===== src/common/tcpc_pkg.sv =====
// Package for the Type-C port mode and VCONN control block.
// Assumes a single 250 MHz clock and analog front ends that report CC
// termination, supply, VBUS and overcurrent as clean synchronous levels.
// Function
// - Source VCONN only as source, in attached source state, with Ra on other CC.
// - Stop VCONN on detach once the active cable is gone.
// - Host control: overcurrent sets fault flag, switch off until flag cleared.
// - Pin control: overcurrent turns switch off until detach then re-attach.
// - Sample three-level select pin; floating selects pin control, no bus access.
// - Select high sets target address bit 6 one, low sets it zero.
// - Pin control: current outputs HH/HL default, LH medium, LL high.
// - Pin control: shared output driven low while audio accessory attached.
// - Host control: interrupt output low when status is updated.
// - Interrupt sets a status indication that host clears by write.
// - VBUS sense decides sink attach/detach, accessories and dual-role result.
// - Start in unattached sink, read port pin, toggle roles if dual-role.
// - Unattached with supply: I/O operational, VCONN off.
// - Active: source signals on ID output, sink on current outputs in pin control.
// - Leave active on unplug, VBUS loss as sink, supply loss or enable high.
// - No main supply: Rd on both CC lines, act as sink.
// - Supply present and enable high: shutdown, Rd kept on CC.
// - Unattached states follow port configuration, dual-role toggles.
// - Attached states follow port configuration, accessories allowed in all.
package tcpc_pkg;

	localparam int CLK_MHZ        = 250;
	localparam int TOGGLE_US      = 50;
	localparam int TOGGLE_CYCLES  = TOGGLE_US * CLK_MHZ;
	localparam int DEBOUNCE_US    = 100;
	localparam int DEBOUNCE_CYCLES = DEBOUNCE_US * CLK_MHZ;
	localparam logic [6:0] ADDR_BASE = 7'h47;
	localparam int ADDR_SEL_BIT   = 6;

	// Three-level pin level as reported by the pad comparator
	typedef enum logic [1:0] {
		TCPC_LVL_LOW   = 2'b00,
		TCPC_LVL_HIGH  = 2'b01,
		TCPC_LVL_FLOAT = 2'b10
	} tcpc_level_type;

	typedef enum logic [1:0] {
		TCPC_PORT_UFP = 2'b00,
		TCPC_PORT_DFP = 2'b01,
		TCPC_PORT_DRP = 2'b10
	} tcpc_port_type;

	typedef enum logic [1:0] {
		TCPC_CUR_DEFAULT = 2'b00,
		TCPC_CUR_MID     = 2'b01,
		TCPC_CUR_HIGH    = 2'b10
	} tcpc_cur_type;

	typedef enum logic [3:0] {
		TCPC_ST_SHUTDOWN   = 4'h0,
		TCPC_ST_UNATT_SNK  = 4'h1,
		TCPC_ST_UNATT_SRC  = 4'h2,
		TCPC_ST_WAIT_SNK   = 4'h3,
		TCPC_ST_WAIT_SRC   = 4'h4,
		TCPC_ST_ATT_SNK    = 4'h5,
		TCPC_ST_ATT_SRC    = 4'h6,
		TCPC_ST_AUDIO      = 4'h7,
		TCPC_ST_DEBUG      = 4'h8
	} tcpc_state_type;

	// CC front-end view, already decoded per orientation
	typedef struct packed {
		logic        rd_seen;      // Sink termination on one CC
		logic        ra_other;     // Ra on the unused CC
		logic        rp_seen;      // Source pull-up on one CC
		tcpc_cur_type rp_cur;      // Advertised current seen as sink
		logic        ra_both;      // Audio accessory
		logic        rd_both;      // Debug accessory as source
		logic        rp_both;      // Debug accessory as sink
	} tcpc_cc_type;

	// Status bits the register side reads
	typedef struct packed {
		tcpc_state_type state;
		logic           vconn_on;
		logic           vconn_fault;
		logic           int_pending;
		tcpc_cur_type   cur_detect;
	} tcpc_status_type;

endpackage


===== src/rtl/tcpc_tick.sv =====
// Cycle divider producing a one-cycle enable pulse.
// Assumes the single system clock; restart resynchronises the period.
`timescale 1ns/1ps
`default_nettype none
module tcpc_tick #(
	parameter int CYCLES = 12500
) (
	// Clock and reset
	input  wire logic sys_clk,
	input  wire logic rst_n,
	// Control
	input  wire logic restart,
	output logic      tick
);
	localparam int W = $clog2(CYCLES + 1);
	logic [W-1:0] cnt_r;

	always_ff @(posedge sys_clk or negedge rst_n) begin
		if (!rst_n) begin
			cnt_r <= '0;
		end else if (restart || tick) begin
			cnt_r <= '0;
		end else begin
			cnt_r <= cnt_r + W'(1);
		end
	end

	assign tick = (cnt_r == W'(CYCLES - 1));
endmodule
`default_nettype wire


===== src/rtl/tcpc_port_ctrl.sv =====
// Port mode, role state machine, VCONN switch and status pins.
// Assumes CC detection happens in the analog front end (debounce is timed here) and
// that the register block decodes host writes into clear pulses.
`timescale 1ns/1ps
`default_nettype none
module tcpc_port_ctrl #(
	parameter int TOGGLE_CYCLES   = tcpc_pkg::TOGGLE_CYCLES,
	parameter int DEBOUNCE_CYCLES = tcpc_pkg::DEBOUNCE_CYCLES
) (
	// Clock and reset
	input  wire logic                     sys_clk,
	input  wire logic                     rst_n,
	// Supply, enable and straps
	input  wire logic                     main_supply_5v,
	input  wire logic                     cc_enable_n,
	input  wire tcpc_pkg::tcpc_level_type addr_sel_level,
	input  wire tcpc_pkg::tcpc_port_type  port_cfg,
	// Port partner side
	input  wire tcpc_pkg::tcpc_cc_type    cc_in,
	input  wire logic                     bus_power_sense_in,
	input  wire logic                     vconn_overcurrent,
	// Host register side
	input  wire logic                     vconn_fault_clr,
	input  wire logic                     int_status_clr,
	// CC terminations and VCONN switch
	output logic                          cc_rd_en,
	output logic                          cc_rp_en,
	output logic                          vconn_switch_on,
	// Mode and address
	output logic                          i2c_mode,
	output logic [6:0]                    i2c_target_addr,
	// Open-drain pins, enable high while pulled low
	output logic                          attach_as_source_out_oe,
	output logic                          current_status_out_a_oe,
	output logic                          current_status_out_b_oe,
	output logic                          int_audio_out_oe,
	// Status
	output tcpc_pkg::tcpc_status_type     status
);
	tcpc_pkg::tcpc_state_type st_r, st_nxt;
	tcpc_pkg::tcpc_port_type  port_r;
	logic                     strap_done_r;
	logic                     i2c_mode_r;
	logic [6:0]               addr_r;
	logic                     vconn_r;
	logic                     fault_r;
	logic                     gpio_lock_r;
	logic                     int_pend_r;
	logic                     int_oe_r;
	logic                     cur_a_r;
	logic                     cur_b_r;
	logic                     id_r;
	tcpc_pkg::tcpc_cur_type   cur_det_r;
	logic                     powered;
	logic                     attached;
	logic                     toggle_tick;
	logic                     deb_tick;
	logic                     st_change;

	// Supply and enable gate all operation
	assign powered = main_supply_5v && !cc_enable_n;

	// Straps are caught once after release, never by the reset itself
	always_ff @(posedge sys_clk or negedge rst_n) begin
		if (!rst_n) begin
			strap_done_r <= 1'b0;
			i2c_mode_r   <= 1'b0;
			addr_r       <= tcpc_pkg::ADDR_BASE;
			port_r       <= tcpc_pkg::TCPC_PORT_DRP;
		end else if (!strap_done_r && powered) begin
			strap_done_r <= 1'b1;
			i2c_mode_r   <= (addr_sel_level != tcpc_pkg::TCPC_LVL_FLOAT);
			addr_r       <= tcpc_pkg::ADDR_BASE;
			addr_r[tcpc_pkg::ADDR_SEL_BIT] <= (addr_sel_level == tcpc_pkg::TCPC_LVL_HIGH);
			port_r       <= port_cfg;
		end
	end

	tcpc_tick #(
		.CYCLES (TOGGLE_CYCLES)
	) u_toggle (
		.sys_clk (sys_clk),
		.rst_n   (rst_n),
		.restart (st_change),
		.tick    (toggle_tick)
	);

	tcpc_tick #(
		.CYCLES (DEBOUNCE_CYCLES)
	) u_debounce (
		.sys_clk (sys_clk),
		.rst_n   (rst_n),
		.restart (st_change),
		.tick    (deb_tick)
	);

	// Any state move restarts both timers
	assign st_change = (st_nxt != st_r);
	assign attached  = (st_r == tcpc_pkg::TCPC_ST_ATT_SNK) || (st_r == tcpc_pkg::TCPC_ST_ATT_SRC) ||
		(st_r == tcpc_pkg::TCPC_ST_AUDIO) || (st_r == tcpc_pkg::TCPC_ST_DEBUG);

	always_comb begin
		st_nxt = st_r;
		case (st_r)
			tcpc_pkg::TCPC_ST_SHUTDOWN: begin
				if (powered && strap_done_r) begin
					st_nxt = tcpc_pkg::TCPC_ST_UNATT_SNK;
				end
			end
			tcpc_pkg::TCPC_ST_UNATT_SNK: begin
				if (port_r == tcpc_pkg::TCPC_PORT_DFP) begin
					st_nxt = tcpc_pkg::TCPC_ST_UNATT_SRC;
				end else if (cc_in.rp_seen || cc_in.rp_both || cc_in.ra_both) begin
					// Accessories are sought from the sink side too
					st_nxt = tcpc_pkg::TCPC_ST_WAIT_SNK;
				end else if (port_r == tcpc_pkg::TCPC_PORT_DRP && toggle_tick) begin
					st_nxt = tcpc_pkg::TCPC_ST_UNATT_SRC;
				end
			end
			tcpc_pkg::TCPC_ST_UNATT_SRC: begin
				if (cc_in.rd_seen || cc_in.ra_both || cc_in.rd_both) begin
					st_nxt = tcpc_pkg::TCPC_ST_WAIT_SRC;
				end else if (port_r == tcpc_pkg::TCPC_PORT_DRP && toggle_tick) begin
					st_nxt = tcpc_pkg::TCPC_ST_UNATT_SNK;
				end
			end
			tcpc_pkg::TCPC_ST_WAIT_SNK: begin
				if (!cc_in.rp_seen && !cc_in.rp_both && !cc_in.ra_both) begin
					st_nxt = tcpc_pkg::TCPC_ST_UNATT_SNK;
				end else if (deb_tick && cc_in.ra_both) begin
					// Passive audio adapter supplies no VBUS, so none is awaited
					st_nxt = tcpc_pkg::TCPC_ST_AUDIO;
				end else if (deb_tick && bus_power_sense_in) begin
					st_nxt = cc_in.rp_both ? tcpc_pkg::TCPC_ST_DEBUG
						: tcpc_pkg::TCPC_ST_ATT_SNK;
				end
			end
			tcpc_pkg::TCPC_ST_WAIT_SRC: begin
				if (!cc_in.rd_seen && !cc_in.ra_both && !cc_in.rd_both) begin
					st_nxt = tcpc_pkg::TCPC_ST_UNATT_SRC;
				end else if (deb_tick && !bus_power_sense_in) begin
					// VBUS must be low before taking the source role
					if (cc_in.ra_both) begin
						st_nxt = tcpc_pkg::TCPC_ST_AUDIO;
					end else if (cc_in.rd_both) begin
						st_nxt = tcpc_pkg::TCPC_ST_DEBUG;
					end else begin
						st_nxt = tcpc_pkg::TCPC_ST_ATT_SRC;
					end
				end
			end
			tcpc_pkg::TCPC_ST_ATT_SNK: begin
				if (!bus_power_sense_in) begin
					st_nxt = tcpc_pkg::TCPC_ST_UNATT_SNK;
				end
			end
			tcpc_pkg::TCPC_ST_ATT_SRC: begin
				if (!cc_in.rd_seen) begin
					st_nxt = tcpc_pkg::TCPC_ST_UNATT_SNK;
				end
			end
			tcpc_pkg::TCPC_ST_AUDIO: begin
				if (!cc_in.ra_both) begin
					st_nxt = tcpc_pkg::TCPC_ST_UNATT_SNK;
				end
			end
			tcpc_pkg::TCPC_ST_DEBUG: begin
				if (!cc_in.rd_both && !(cc_in.rp_both && bus_power_sense_in)) begin
					st_nxt = tcpc_pkg::TCPC_ST_UNATT_SNK;
				end
			end
			default: begin
				st_nxt = tcpc_pkg::TCPC_ST_SHUTDOWN;
			end
		endcase
		// Supply or enable loss overrides every state
		if (!powered) begin
			st_nxt = tcpc_pkg::TCPC_ST_SHUTDOWN;
		end
	end

	always_ff @(posedge sys_clk or negedge rst_n) begin
		if (!rst_n) begin
			st_r <= tcpc_pkg::TCPC_ST_SHUTDOWN;
		end else begin
			st_r <= st_nxt;
		end
	end

	// Rd unless presenting as a source; also default when unpowered
	assign cc_rp_en = powered && ((st_r == tcpc_pkg::TCPC_ST_UNATT_SRC) ||
		(st_r == tcpc_pkg::TCPC_ST_WAIT_SRC) || (st_r == tcpc_pkg::TCPC_ST_ATT_SRC) ||
		(st_r == tcpc_pkg::TCPC_ST_AUDIO) ||
		(st_r == tcpc_pkg::TCPC_ST_DEBUG && cc_in.rd_both));
	assign cc_rd_en = !cc_rp_en;

	// Fault flag: overcurrent wins over a same-cycle clear
	always_ff @(posedge sys_clk or negedge rst_n) begin
		if (!rst_n) begin
			fault_r <= 1'b0;
		end else if (vconn_r && vconn_overcurrent && i2c_mode_r) begin
			fault_r <= 1'b1;
		end else if (vconn_fault_clr) begin
			fault_r <= 1'b0;
		end
	end

	// Pin control lockout held until the port detaches
	always_ff @(posedge sys_clk or negedge rst_n) begin
		if (!rst_n) begin
			gpio_lock_r <= 1'b0;
		end else if (vconn_r && vconn_overcurrent && !i2c_mode_r) begin
			gpio_lock_r <= 1'b1;
		end else if (st_r != tcpc_pkg::TCPC_ST_ATT_SRC) begin
			gpio_lock_r <= 1'b0;
		end
	end

	// From the next state, so VCONN and the attached state move together
	always_ff @(posedge sys_clk or negedge rst_n) begin
		if (!rst_n) begin
			vconn_r <= 1'b0;
		end else begin
			vconn_r <= (st_nxt == tcpc_pkg::TCPC_ST_ATT_SRC) && cc_in.ra_other &&
				!fault_r && !gpio_lock_r && !vconn_overcurrent &&
				(port_r != tcpc_pkg::TCPC_PORT_UFP) && powered;
		end
	end

	// Status-change event drives the interrupt in host control
	logic status_evt;
	assign status_evt = st_change || (vconn_r && vconn_overcurrent && i2c_mode_r);

	always_ff @(posedge sys_clk or negedge rst_n) begin
		if (!rst_n) begin
			int_pend_r <= 1'b0;
		end else if (status_evt && i2c_mode_r && powered) begin
			int_pend_r <= 1'b1;
		end else if (int_status_clr) begin
			int_pend_r <= 1'b0;
		end
	end

	// Detected current kept only while attached as a sink
	always_ff @(posedge sys_clk or negedge rst_n) begin
		if (!rst_n) begin
			cur_det_r <= tcpc_pkg::TCPC_CUR_DEFAULT;
		end else if (st_r == tcpc_pkg::TCPC_ST_ATT_SNK) begin
			cur_det_r <= cc_in.rp_cur;
		end else if (!attached) begin
			cur_det_r <= tcpc_pkg::TCPC_CUR_DEFAULT;
		end
	end

	// Pin outputs registered; oe high means pulled low
	always_ff @(posedge sys_clk or negedge rst_n) begin
		if (!rst_n) begin
			id_r <= 1'b0;
		end else begin
			id_r <= powered && (st_r == tcpc_pkg::TCPC_ST_ATT_SRC);
		end
	end

	// Current pins only meaningful while attached as a sink in pin control
	always_ff @(posedge sys_clk or negedge rst_n) begin
		if (!rst_n) begin
			cur_a_r <= 1'b0;
			cur_b_r <= 1'b0;
		end else if (!i2c_mode_r && powered && st_r == tcpc_pkg::TCPC_ST_ATT_SNK) begin
			cur_a_r <= (cur_det_r != tcpc_pkg::TCPC_CUR_DEFAULT);
			cur_b_r <= (cur_det_r == tcpc_pkg::TCPC_CUR_HIGH);
		end else begin
			cur_a_r <= 1'b0;
			cur_b_r <= 1'b0;
		end
	end

	// Shared pin: interrupt in host control, audio flag in pin control
	always_ff @(posedge sys_clk or negedge rst_n) begin
		if (!rst_n) begin
			int_oe_r <= 1'b0;
		end else if (i2c_mode_r) begin
			int_oe_r <= powered && int_pend_r;
		end else begin
			int_oe_r <= powered && (st_r == tcpc_pkg::TCPC_ST_AUDIO);
		end
	end

	assign vconn_switch_on         = vconn_r;
	assign i2c_mode                = i2c_mode_r;
	assign i2c_target_addr         = addr_r;
	assign attach_as_source_out_oe = id_r;
	assign current_status_out_a_oe = cur_a_r;
	assign current_status_out_b_oe = cur_b_r;
	assign int_audio_out_oe        = int_oe_r;
	assign status.state            = st_r;
	assign status.vconn_on         = vconn_r;
	assign status.vconn_fault      = fault_r;
	assign status.int_pending      = int_pend_r;
	assign status.cur_detect       = cur_det_r;
endmodule
`default_nettype wire


===== config.mk =====
export PLATFORM = sky130hd
export DESIGN_NAME = tcpc_port_ctrl
export DESIGN_NICKNAME = d
export VERILOG_FILES = /design/src/common/tcpc_pkg.sv /design/src/rtl/tcpc_tick.sv /design/src/rtl/tcpc_port_ctrl.sv
export SDC_FILE = /design/constraint.sdc
export NUM_CORES = 1
export LEC_CHECK = 0
export BUFFER_PORTS_ARGS = -buffer_cell sky130_fd_sc_hd__buf_2
export CAP_MARGIN = 40
export CORE_MARGIN = 10
export CORE_UTILIZATION = 45
export DETAILED_ROUTE_END_ITERATION = 10
export PLACE_DENSITY_LB_ADDON = 0.25
export RECOVER_POWER = 100
export SETUP_SLACK_MARGIN = 0.5
export SLEW_MARGIN = 30
export SYNTH_ARGS = -nofsm -noshare
export SYNTH_HDL_FRONTEND = slang
export SYNTH_SLANG_ARGS = --single-unit

===== constraint.sdc =====
create_clock -name sys_clk -period 3.1 [get_ports sys_clk]
set_clock_uncertainty 0.2 [all_clocks]
set_input_delay 0.155 -clock sys_clk [delete_from_list [all_inputs] [get_ports sys_clk]]
set_output_delay 0.155 -clock sys_clk [all_outputs]
set_load 0.01 [all_outputs]

==> results.tsv, run 1 <==
stage	metric	value	unit
sta	final setup TNS	0	ns
synth	sequential area share after synthesis	0.433	
synth	Compound-Gate Fraction of Synth Area	0.109	
power_and_ir_drop	power consumption	0.00157	W
clock_tree	CTS H-tree depth	2	
synth	Synth Cell Area	2780	µm²
synth	synth top area cells	dfrtp_1 (41%), xor2_1 (5.0%), nand3_1 (3.4%)	
final_layout	FILL cells	582	
die	die area	9730	µm²
synth	synthesized flop and latch total	48	
grt	remaining global-route overflow	0	
place	gpl congestion	0.833	
worst_setup_path	startpoint types	register	
grt	vias in the first global route	2450	
worst_setup_path	worst path arrival time	3.04	ns
synth	Synth Area in XOR/XNOR	0.0787	
final_layout	Inserted Diodes	0	
clock_tree	Num CTS Buffers	5	
sta	Worst Max-Slew Pin Slew	1.17	ns
drt	DR vias	2435	
clock_tree	CTS Sinks	48	
worst_setup_path	CP Cell Sequence	or4b_4 > or4_4 > a32o_1 > and4bb_2 > o31ai_2 > a311o_1 > buf_12 > nor3_1	
synth	cells after synthesis	299	
clock_tree	Worst-Skew Late Latency	0.30	ns
drt	initial DRC count	125	
worst_setup_path	WP depth	8	
die	die height	98.6	µm
clock_tree	CTS tree	done	
synth	most frequent cell after synthesis	dfrtp_1	
worst_hold_path	WHS Path Cells	4	
synth	top_reg_cell synth	dfrtp_1	
grt	global-route wire length before repair	11.5	mm
grt	total track usage	0.138	
die	core area	5960	µm²
synth	mux contribution to synthesized area	0.00810	
drt	antenna-violating nets left	0	
power_and_ir_drop	worst vdd ir	0.327	mV
die	initial core utilization	0.467	
synth	synth cell count leaders	dfrtp_1 (46), nor2_1 (20), nand3_1 (19), nor3_1 (19), nand2_1 (17)	
worst_hold_path	Hold Path Class	primary input to register	
die	Die Width	98.6	µm
sta	final setup fails	0	
worst_setup_path	Setup crit end kind	register	
worst_setup_path	Crit Path Class	register to register	
sta	f_max	332	MHz
synth	Simple-Gate Fraction of Synth Area	0.302	
worst_setup_path	Worst path max stage delay	0.54	ns
final_layout	Post-layout nets	380	
clock_tree	Max Root-Sink Buffers	2	
drt	Pre-antenna DRT Iters	6	
run	max-cap viol count	0	
synth	Yosys Warn Count	0	
synth	async set-reset flop share out of synthesis	1.00	
worst_setup_path	critical path's slowest cell	dfstp_2	
final_layout	layout cells sized above 1	0.214	
clock_tree	clock slew at reported path FFs	0.09	ns
worst_setup_path	crit-path leading delay family	simple AND/OR/NAND/NOR gates	
sta	Tcrit/Tclk final	0.972	
sta	min Tclk post-route	3.01	ns
worst_setup_path	CP max FO	29	
place	PortBufs	37	
clock_tree	root buf cell	clkbuf_8	
power_and_ir_drop	Leak Pwr	1.46	nW
die	io pins	44	
drt	DR vias/cell	5.61	
final_layout	P&R area growth vs syn	21.5	%
sta	Slew Limit Fails	0	
synth	largest family of logic cells by synthesized area	simple AND/OR/NAND/NOR gates	
worst_setup_path	Reg2Reg Depth	8	
drt	final wirelength	6.74	mm
run_status	status	complete, no violations	
drt	WL/cell	15.5	µm
worst_setup_path	WP data required	3.12	ns
grt	pin count of the biggest net entering global routing	49	
drt	Residual DRC	0	
grt	initial antenna violation count	0	
sta	RSZ-0062 raised after global routing	true	
place	dpl hpwl	4.86	mm
sta	final hold vios	0	
synth	post-synth top area share	0.414	
power_and_ir_drop	P per Cell Area	464	nW/µm²
synth	number of synthesized flops with an enable pin	0	
worst_setup_path	WP buf/inv	1	
die	Std-Cell Rows	28	
sta	Max-Slew Margin vs Limit	0.221	
synth	largest area contributor in the netlist	dfrtp_1	
synth	Synth Area in Adders	0.00900	
synth	synth unique cells	57	
synth	syn avg cell area	9.30	µm²
[power by group]
group / switching [W] / leakage (nW) / internal, W
logic: 0.000174 / 0.780 / 0.000188
registers: 0.0000903 / 0.634 / 0.000718
clock network: 0.000216 / 0.0434 / 0.000181
[metal layers]
layer / global-route usage / share of wire / vias up
met5: 0 / 0 / -
met1: 0.162 / 0.44 / 1182
met4: 0.0430 / 0.015 / 0
met2: 0.239 / 0.49 / 64
li1: - / - / 1181
met3: 0.0398 / 0.057 / 8
[stage by stage]
| stage | util | setup WS, ns | cell area (µm²) | hold WS (ns) | std cells |
|---|---|---|---|---|---|
| 2_1_floorplan | - | 0.172 | 2810 | -0.341 | 303 |
| 3_3_place_gp | 0.521 | 0.0687 | 3100 | 0.127 | 412 |
| 3_5_place_dp | 0.521 | 0.0291 | 3100 | 0.00992 | 412 |
| 4_1_cts | 0.562 | 0.0705 | 3350 | 0.0390 | 433 |
| 5_1_grt | 0.567 | 0.00353 | 3380 | 0.0816 | 434 |
| 6_report | 0.567 | 0.0869 | 3380 | 0.0455 | 434 |
[cells in the final DEF (no fill, tap or decap), drive strengths merged, types with 2 or more instances in the layout]
master / count
a32oi: 3
or4: 4
and2: 2
nor2: 29
dfrtp: 46
nor3: 19
buf: 39
nand4bb: 2
nor3b: 4
dlygate4sd3: 12
o31ai: 2
nand2b: 9
o21ai: 10
nand3: 19
conb: 6
mux2: 2
or4b: 3
nor4: 4
nand4: 4
xnor2: 9
and3: 7
and4: 4
nand2: 17
nor4bb: 2
nor2b: 6
dfstp: 2
or3: 4
ha: 2
clkinvlp: 2
xor2: 16
a21oi: 13
nor4b: 2
a211oi: 2
inv: 8
clkbuf: 24
[registers in the layout, summed over array words and instances, names as in the netlist]
register                 flops
u_debounce.cnt_r            15
current_status_out_b_oe      1
fault_r                      1
strap_done_r                 1
cur_det_r                    2
attach_as_source_out_oe      1
int_pend_r                   1
i2c_mode                     1
current_status_out_a_oe      1
u_toggle.cnt_r              14
int_audio_out_oe             1
gpio_lock_r                  1
vconn_switch_on              1
st_r                         4
port_r                       2
i2c_target_addr              1
[timing repair]
item / in CTS / in global routing
setup buffers: 1 / 1
gates cloned: 0 / 0
pin swaps: 4 / 2
endpoints found under the hold margin: 55 / 0
setup endpoints to repair: 30 / 30
gates resized for setup: 4 / 13
hold buffers: 12 / 0
[kinds of logic after synthesis]
| kind of cell | after synthesis |
|---|---|
| xor+xnor | 25 |
| flops | 48 |
| fa+ha+maj | 2 |
| mux | 2 |
| buf+inv | 29 |
| simple gates | 146 |
| other cells | 2 |
| compound gates | 45 |
[area by class of cell]
type                            count  area (µm²)  share of cell area
Sequential cell                    48        1200               0.356
Clock buffer                        6        82.6              0.0244
Tap cell                           75        93.8              0.0278
Timing Repair Buffer               69         439               0.130
Clock inverter                      2        15.0             0.00444
Multi-Input combinational cell    226        1510               0.448
Inverter                            8        30.0             0.00889
[final timing paths]
path / startpoint / to / slack (ns)
max: port_r[1] / u_toggle.cnt_r[7] / 0.09
min: cc_enable_n / int_pend_r / 0.05
max reg2reg: port_r[1] / u_toggle.cnt_r[7] / 0.09
min reg2reg: u_debounce.cnt_r[0] / u_debounce.cnt_r[0] / 0.30
max in group asynchronous: rst_n / u_debounce.cnt_r[9] / 1.56
min in group asynchronous: rst_n / current_status_out_b_oe / 0.41
[worst reg2reg max path: cells and delay by family (launching register included)]
kind | cells | cell delay, ns
DFF | 1 | 0.54
and+or+nand+nor | 4 | 1.37
AOI/OAI and AO/OA | 3 | 0.63
buffers and inverters | 1 | 0.19
(Power assumes the default switching activity.)
==> run 2, diff against run 1 <==
--- a/config.mk
+++ b/config.mk
@@ -5,11 +5,14 @@
 export SDC_FILE = /design/constraint.sdc
 export NUM_CORES = 1
 export LEC_CHECK = 0
+export ABC_AREA = 0
 export BUFFER_PORTS_ARGS = -buffer_cell sky130_fd_sc_hd__buf_2
 export CAP_MARGIN = 40
 export CORE_MARGIN = 10
 export CORE_UTILIZATION = 45
+export CTS_BUF_LIST = sky130_fd_sc_hd__clkbuf_8
 export DETAILED_ROUTE_END_ITERATION = 10
+export GPL_TIMING_DRIVEN = 0
 export PLACE_DENSITY_LB_ADDON = 0.25
 export RECOVER_POWER = 100
 export SETUP_SLACK_MARGIN = 0.5
==> run 2 against run 1 <==
The flow now finishes with violations (negative setup slack). First-iteration DRC count is 22% lower. Total power is 2.4% higher. Sequential power is 0.7% higher. Routed wire length is 3.8% higher. Combinational power is 8.3% higher. Cell count is 1.8% higher. Cell area is 3.3% higher. Worst setup slack worse by 0.12 ns. Die area stayed put. Hold slack better by 0.014 ns. Flip-flop and latch count stayed put. Non-clock buffer count is 8 higher. Critical path type unchanged. Largest power group unchanged.
==> results.tsv, run 2 (synthesis results as in run 1) <==
stage	metric	value	unit
final_layout	Inserted Diodes	0	
die	die height	98.6	µm
drt	antenna-violating nets left	0	
worst_setup_path	Crit Path Class	register to register	
drt	Pre-antenna DRT Iters	4	
sta	f_max	319	MHz
grt	vias in the first global route	2532	
sta	final setup fails	10	
grt	pin count of the biggest net entering global routing	49	
final_layout	layout cells sized above 1	0.229	
grt	initial antenna violation count	0	
die	core area	5960	µm²
final_layout	commonest cells after routing, fill and taps aside	dfrtp_1 (46), clkbuf_1 (22), nor2_1 (19), nand3_1 (19), buf_2 (19)	
drt	WL/cell	15.8	µm
clock_tree	Max Root-Sink Buffers	2	
power_and_ir_drop	worst vdd ir	0.429	mV
clock_tree	Num CTS Buffers	5	
final_layout	biggest regs	u_debounce.cnt_r: 15 flops, u_toggle.cnt_r: 14 flops, st_r: 4 flops	
clock_tree	Worst-Skew Late Latency	0.30	ns
worst_setup_path	Worst path max stage delay	0.56	ns
final_layout	commonest non-fill, non-tap cell in the layout	dfrtp_1	
drt	initial DRC count	97	
die	initial core utilization	0.467	
sta	Worst Max-Slew Pin Slew	1.17	ns
clock_tree	clock slew at reported path FFs	0.09	ns
place	gpl congestion	0.887	
sta	final hold vios	0	
worst_setup_path	WP data required	3.14	ns
drt	DR vias/cell	5.59	
final_layout	post-route cell area	3490	µm²
sta	Min Hold Slack	0.0591	ns
run_status	failing checks	negative setup slack	
worst_setup_path	Setup crit end kind	register	
die	Std-Cell Rows	28	
place	Placement Cell Area	3090	µm²
die	io pins	44	
drt	final wirelength	7.00	mm
sta	RSZ-0062 raised after global routing	true	
final_layout	Post-layout nets	388	
power_and_ir_drop	Leak Pwr	1.46	nW
sta	fin worst setup slack	-0.0335	ns
grt	global-route wire length before repair	11.7	mm
grt	remaining global-route overflow	0	
die	die area	9730	µm²
clock_tree	CTS Sinks	48	
clock_tree	root buf cell	clkbuf_8	
worst_setup_path	worst path arrival time	3.17	ns
worst_setup_path	CP max FO	6	
final_layout	P&R area growth vs syn	25.5	%
run	max-cap viol count	0	
drt	Residual DRC	0	
sta	Slew Limit Fails	0	
worst_setup_path	startpoint types	register	
place	PortBufs	37	
final_layout	largest reg by FF count	u_debounce.cnt_r	
drt	DR vias	2469	
worst_hold_path	Hold Path Class	primary input to register	
final_layout	final core occ	0.586	
power_and_ir_drop	P per Cell Area	460	nW/µm²
run_status	status	finished with violations	
final_layout	number of flip-flops in the largest register	15	
clock_tree	CTS tree	done	
place	pre-CTS setup slack	-0.106	ns
worst_setup_path	CP Cell Sequence	or4b_4 > or4_4 > a32o_1 > and4bb_2 > o31ai_2 > a311o_1 > buf_6 > clkbuf_16 > nor2_4	
grt	total track usage	0.141	
clock_tree	CTS H-tree depth	2	
sta	Tcrit/Tclk final	1.01	
sta	min Tclk post-route	3.13	ns
sta	Max-Slew Margin vs Limit	0.219	
worst_setup_path	critical path's slowest cell	dfstp_2	
place	dpl hpwl	4.80	mm
die	Die Width	98.6	µm
[run 2: cell types whose count changed in the layout (fill, tap and decap cells not counted), sizes merged]
cell    delta
clkbuf    +12
buf        -4
[run 2: path summary, 6_finish.rpt]
check / from / end / slack [ns] / cells after the start
hold / removal: cc_enable_n / int_pend_r / 0.06 / 4
setup / recovery: port_r[1] / u_debounce.cnt_r[6] / -0.03 / 9
max in group asynchronous: rst_n / u_toggle.cnt_r[6] / 1.57 / 2
setup reg to reg: port_r[1] / u_debounce.cnt_r[6] / -0.03 / 9
min in group asynchronous: rst_n / current_status_out_b_oe / 0.41 / 2
hold reg to reg: u_debounce.cnt_r[0] / u_debounce.cnt_r[0] / 0.30 / 1
[run 2: power by group]
group / internal [W] / switching (W) / total, W
clock: 0.000181 / 0.000218 / 0.000399
combinational: 0.000201 / 0.000190 / 0.000391
sequential: 0.000718 / 0.0000963 / 0.000815
[run 2: area by class of cell]
type / count / area [µm²]
fill: 567 / 2460
inverter: 8 / 30.0
clock inverter: 2 / 15.0
timing repair buffer: 56 / 352
tap: 75 / 93.8
sequential: 48 / 1200
buffer: 21 / 145
multi-input combinational: 226 / 1570
clock buffer: 6 / 82.6
[run 2: through the flow]
| step | power [W] | std cells | setup TNS [ns] |
|---|---|---|---|
| floorplan | 0.00103 | 303 | 0 |
| global placement | 0.00112 | 415 | -2.26 |
| detailed placement | 0.00113 | 415 | -1.82 |
| CTS | 0.00157 | 438 | -0.0129 |
| global route | 0.00170 | 442 | -2.10 |
| finish | 0.00161 | 442 | -0.194 |
[run 2: timing repair]
action,4_1_cts,5_1_grt
hold endpoints to repair,55,0
setup buffers,2,2
gates cloned,1,1
endpoints found under the setup margin,31,34
pin swaps,4,7
resized for setup,9,27
hold buffers,12,0
[run 2: per-layer routing]
layer | share of wire | GRT usage | routed length (µm)
met3 | 0.059 | 0.0405 | 414
met5 | 0 | 0 | 0
met2 | 0.49 | 0.238 | 3420
met1 | 0.44 | 0.168 | 3050
met4 | 0.016 | 0.0485 | 112
[run 2: worst max-delay path: cells and delay by family (launching register included)]
kind                   cells  cell delay [ns]
AOI/OAI and AO/OA          3             0.67
DFF                        1             0.56
and+or+nand+nor            4             1.31
buffers and inverters      2             0.33
==> run 3, diff against run 2 <==
--- a/config.mk
+++ b/config.mk
@@ -8,8 +8,10 @@
 export ABC_AREA = 0
 export BUFFER_PORTS_ARGS = -buffer_cell sky130_fd_sc_hd__buf_2
 export CAP_MARGIN = 40
+export CELL_PAD_IN_SITES_DETAIL_PLACEMENT = 1
+export CELL_PAD_IN_SITES_GLOBAL_PLACEMENT = 2
 export CORE_MARGIN = 10
-export CORE_UTILIZATION = 45
+export CORE_UTILIZATION = 33
 export CTS_BUF_LIST = sky130_fd_sc_hd__clkbuf_8
 export DETAILED_ROUTE_END_ITERATION = 10
 export GPL_TIMING_DRIVEN = 0
==> run 3 against run 2 <==
The flow still finishes with violations (negative setup slack). Sequential share of layout area is 1.4 points lower. Critical endpoint is now u_toggle.cnt_r[7]. Combinational power is 6.4% higher. Highest routed layer unchanged. Die area is 29% higher. Critical path type unchanged.
==> results.tsv, run 3 (synthesis results as in run 1) <==
stage	metric	value	unit
sta	Worst Max-Slew Pin Slew	1.25	ns
worst_setup_path	CP max FO	6	
worst_setup_path	startpoint types	register	
sta	final setup fails	21	
place	dpl hpwl	5.74	mm
worst_setup_path	Setup crit end kind	register	
worst_setup_path	crit-path leading delay family	simple AND/OR/NAND/NOR gates	
run_status	status	finished with violations	
worst_setup_path	Worst path max stage delay	0.55	ns
clock_tree	Worst-Skew Late Latency	0.31	ns
sta	final hold vios	0	
final_layout	largest reg by FF count	u_debounce.cnt_r	
final_layout	number of flip-flops in the largest register	15	
drt	Residual DRC	0	
place	gpl congestion	0.776	
place	pre-CTS setup slack	-0.269	ns
run_status	failing checks	negative setup slack	
final_layout	commonest cells after routing, fill and taps aside	dfrtp_1 (46), clkbuf_1 (22), buf_2 (20)	
final_layout	layout cells sized above 1	0.243	
clock_tree	root buf cell	clkbuf_8	
die	io pins	44	
power_and_ir_drop	logic gate share of total power	0.240	
run	max-cap viol count	0	
sta	final setup TNS	-1.19	ns
die	die height	112	µm
sta	min Tclk post-route	3.19	ns
final_layout	final cell count without fillers	475	
clock_tree	CTS H-tree depth	2	
drt	final wirelength	8.15	mm
final_layout	Post-layout nets	391	
drt	Pre-antenna DRT Iters	4	
final_layout	commonest non-fill, non-tap cell in the layout	dfrtp_1	
worst_setup_path	worst path arrival time	3.23	ns
sta	Tcrit/Tclk final	1.03	
clock_tree	CTS Sinks	48	
power_and_ir_drop	Clock power frac	0.288	
die	Die Width	112	µm
power_and_ir_drop	Leak Pwr	1.51	nW
grt	total track usage	0.130	
grt	vias in the first global route	2711	
power_and_ir_drop	Internal	0.00119	W
sta	f_max	314	MHz
die	Std-Cell Rows	33	
clock_tree	clock slew at reported path FFs	0.10	ns
power_and_ir_drop	power consumption	0.00173	W
sta	fin worst setup slack	-0.0876	ns
die	die area	12500	µm²
drt	DR vias	2498	
place	PortBufs	37	
sta	Max-Slew Margin vs Limit	0.165	
worst_setup_path	CP Cell Sequence	or4b_4 > or4_4 > a32o_2 > and4bb_2 > o31ai_4 > a311o_1 > buf_6 > buf_4 > nor3_4	
grt	pin count of the biggest net entering global routing	49	
worst_hold_path	Hold Path Class	primary input to register	
die	initial core utilization	0.339	
power_and_ir_drop	P per Cell Area	477	nW/µm²
worst_setup_path	WP data required	3.14	ns
final_layout	P&R area growth vs syn	30.7	%
worst_setup_path	critical path's slowest cell	dfstp_2	
drt	initial DRC count	40	
sta	Slew Limit Fails	0	
place	Cells after DPL	445	
worst_setup_path	WP buf/inv	2	
grt	global-route wire length before repair	13.7	mm
grt	remaining global-route overflow	0	
clock_tree	Num CTS Buffers	5	
worst_setup_path	Crit Path Class	register to register	
drt	DR vias/cell	5.26	
power_and_ir_drop	Sw Ratio	0.311	
clock_tree	CTS tree	done	
final_layout	Inserted Diodes	0	
drt	WL/cell	17.2	µm
sta	RSZ-0062 raised after global routing	true	
power_and_ir_drop	Sw Pwr	0.000540	W
clock_tree	Max Root-Sink Buffers	2	
drt	antenna-violating nets left	0	
power_and_ir_drop	worst vdd ir	0.300	mV
power_and_ir_drop	Flop pwr share	0.473	
die	core area	8220	µm²
final_layout	biggest regs	u_debounce.cnt_r: 15 flops, u_toggle.cnt_r: 14 flops, st_r: 4 flops	
grt	initial antenna violation count	0	
run 3: cell count changes in the layout (fill, tap and decap cells not counted), moves of 2 or more:
| cell | change |
|---|---|
| buf_6 | +3 |
| clkinvlp_4 | -2 |
| nor3_4 | +2 |
| nor3b_1 | +2 |
| nor3b_2 | -2 |
run 3: worst min-delay path: cells and delay by family:
kind | cells | cell delay [ns]
and+or+nand+nor | 1 | 0.08
buffers and inverters | 1 | 0.09
AOI/OAI and AO/OA | 2 | 0.20
run 3: area by class of cell:
cell class / instances / area [µm²]
fillers: 962 / 4580
repair buffers: 59 / 382
inverters: 8 / 30.0
flip-flops and latches: 48 / 1200
clock buffers: 6 / 82.6
clock inverters: 2 / 38.8
well taps: 105 / 131
plain buffers: 21 / 149
multi-input cells: 226 / 1620
run 3: worst paths after layout:
check | startpoint | to | slack (ns) | cells past startpoint
min in group asynchronous | rst_n | current_status_out_b_oe | 0.42 | 2
setup / recovery | port_r[1] | u_toggle.cnt_r[7] | -0.09 | 9
hold reg to reg | u_debounce.cnt_r[0] | u_debounce.cnt_r[0] | 0.31 | 1
setup reg to reg | port_r[1] | u_toggle.cnt_r[7] | -0.09 | 9
max in group asynchronous | rst_n | gpio_lock_r | 1.50 | 2
hold / removal | cc_enable_n | int_pend_r | 0.05 | 4
run 3: timing repair:
action,in CTS,in global routing
setup endpoints to repair,31,37
pin swaps,7,3
resized for setup,20,26
gates cloned,1,1
hold buffers,12,0
endpoints found under the hold margin,55,0
buffers inserted,5,3
run 3: power by group through the flow:
stage                     combinational, W  sequential (W)  clock (W)
after floorplan                   0.000230        0.000801          0
after global placement            0.000305        0.000827          0
after detailed placement          0.000314        0.000830          0
after CTS                         0.000363        0.000815   0.000509
after global routing              0.000469        0.000838   0.000541
final                             0.000416        0.000820   0.000499
run 3: through the flow:
| stage | utilization | hold slack (ns) | cell area, µm² |
|---|---|---|---|
| 6_report | 0.443 | 0.0490 | 3640 |
| 5_1_grt | 0.443 | 0.0910 | 3640 |
| 4_1_cts | 0.427 | 0.0554 | 3510 |
| 3_5_place_dp | 0.381 | 0.0226 | 3130 |
| 3_3_place_gp | 0.380 | 0.128 | 3120 |
| 2_1_floorplan | - | -0.341 | 2810 |
run 3: per-layer routing:
metal | track usage | up-vias | wire length [µm]
met5 | 0 | - | 0
li1 | - | 1200 | -
met2 | 0.228 | 37 | 4250
met4 | 0.0403 | 0 | 102
met3 | 0.0338 | 9 | 383
met1 | 0.152 | 1252 | 3420
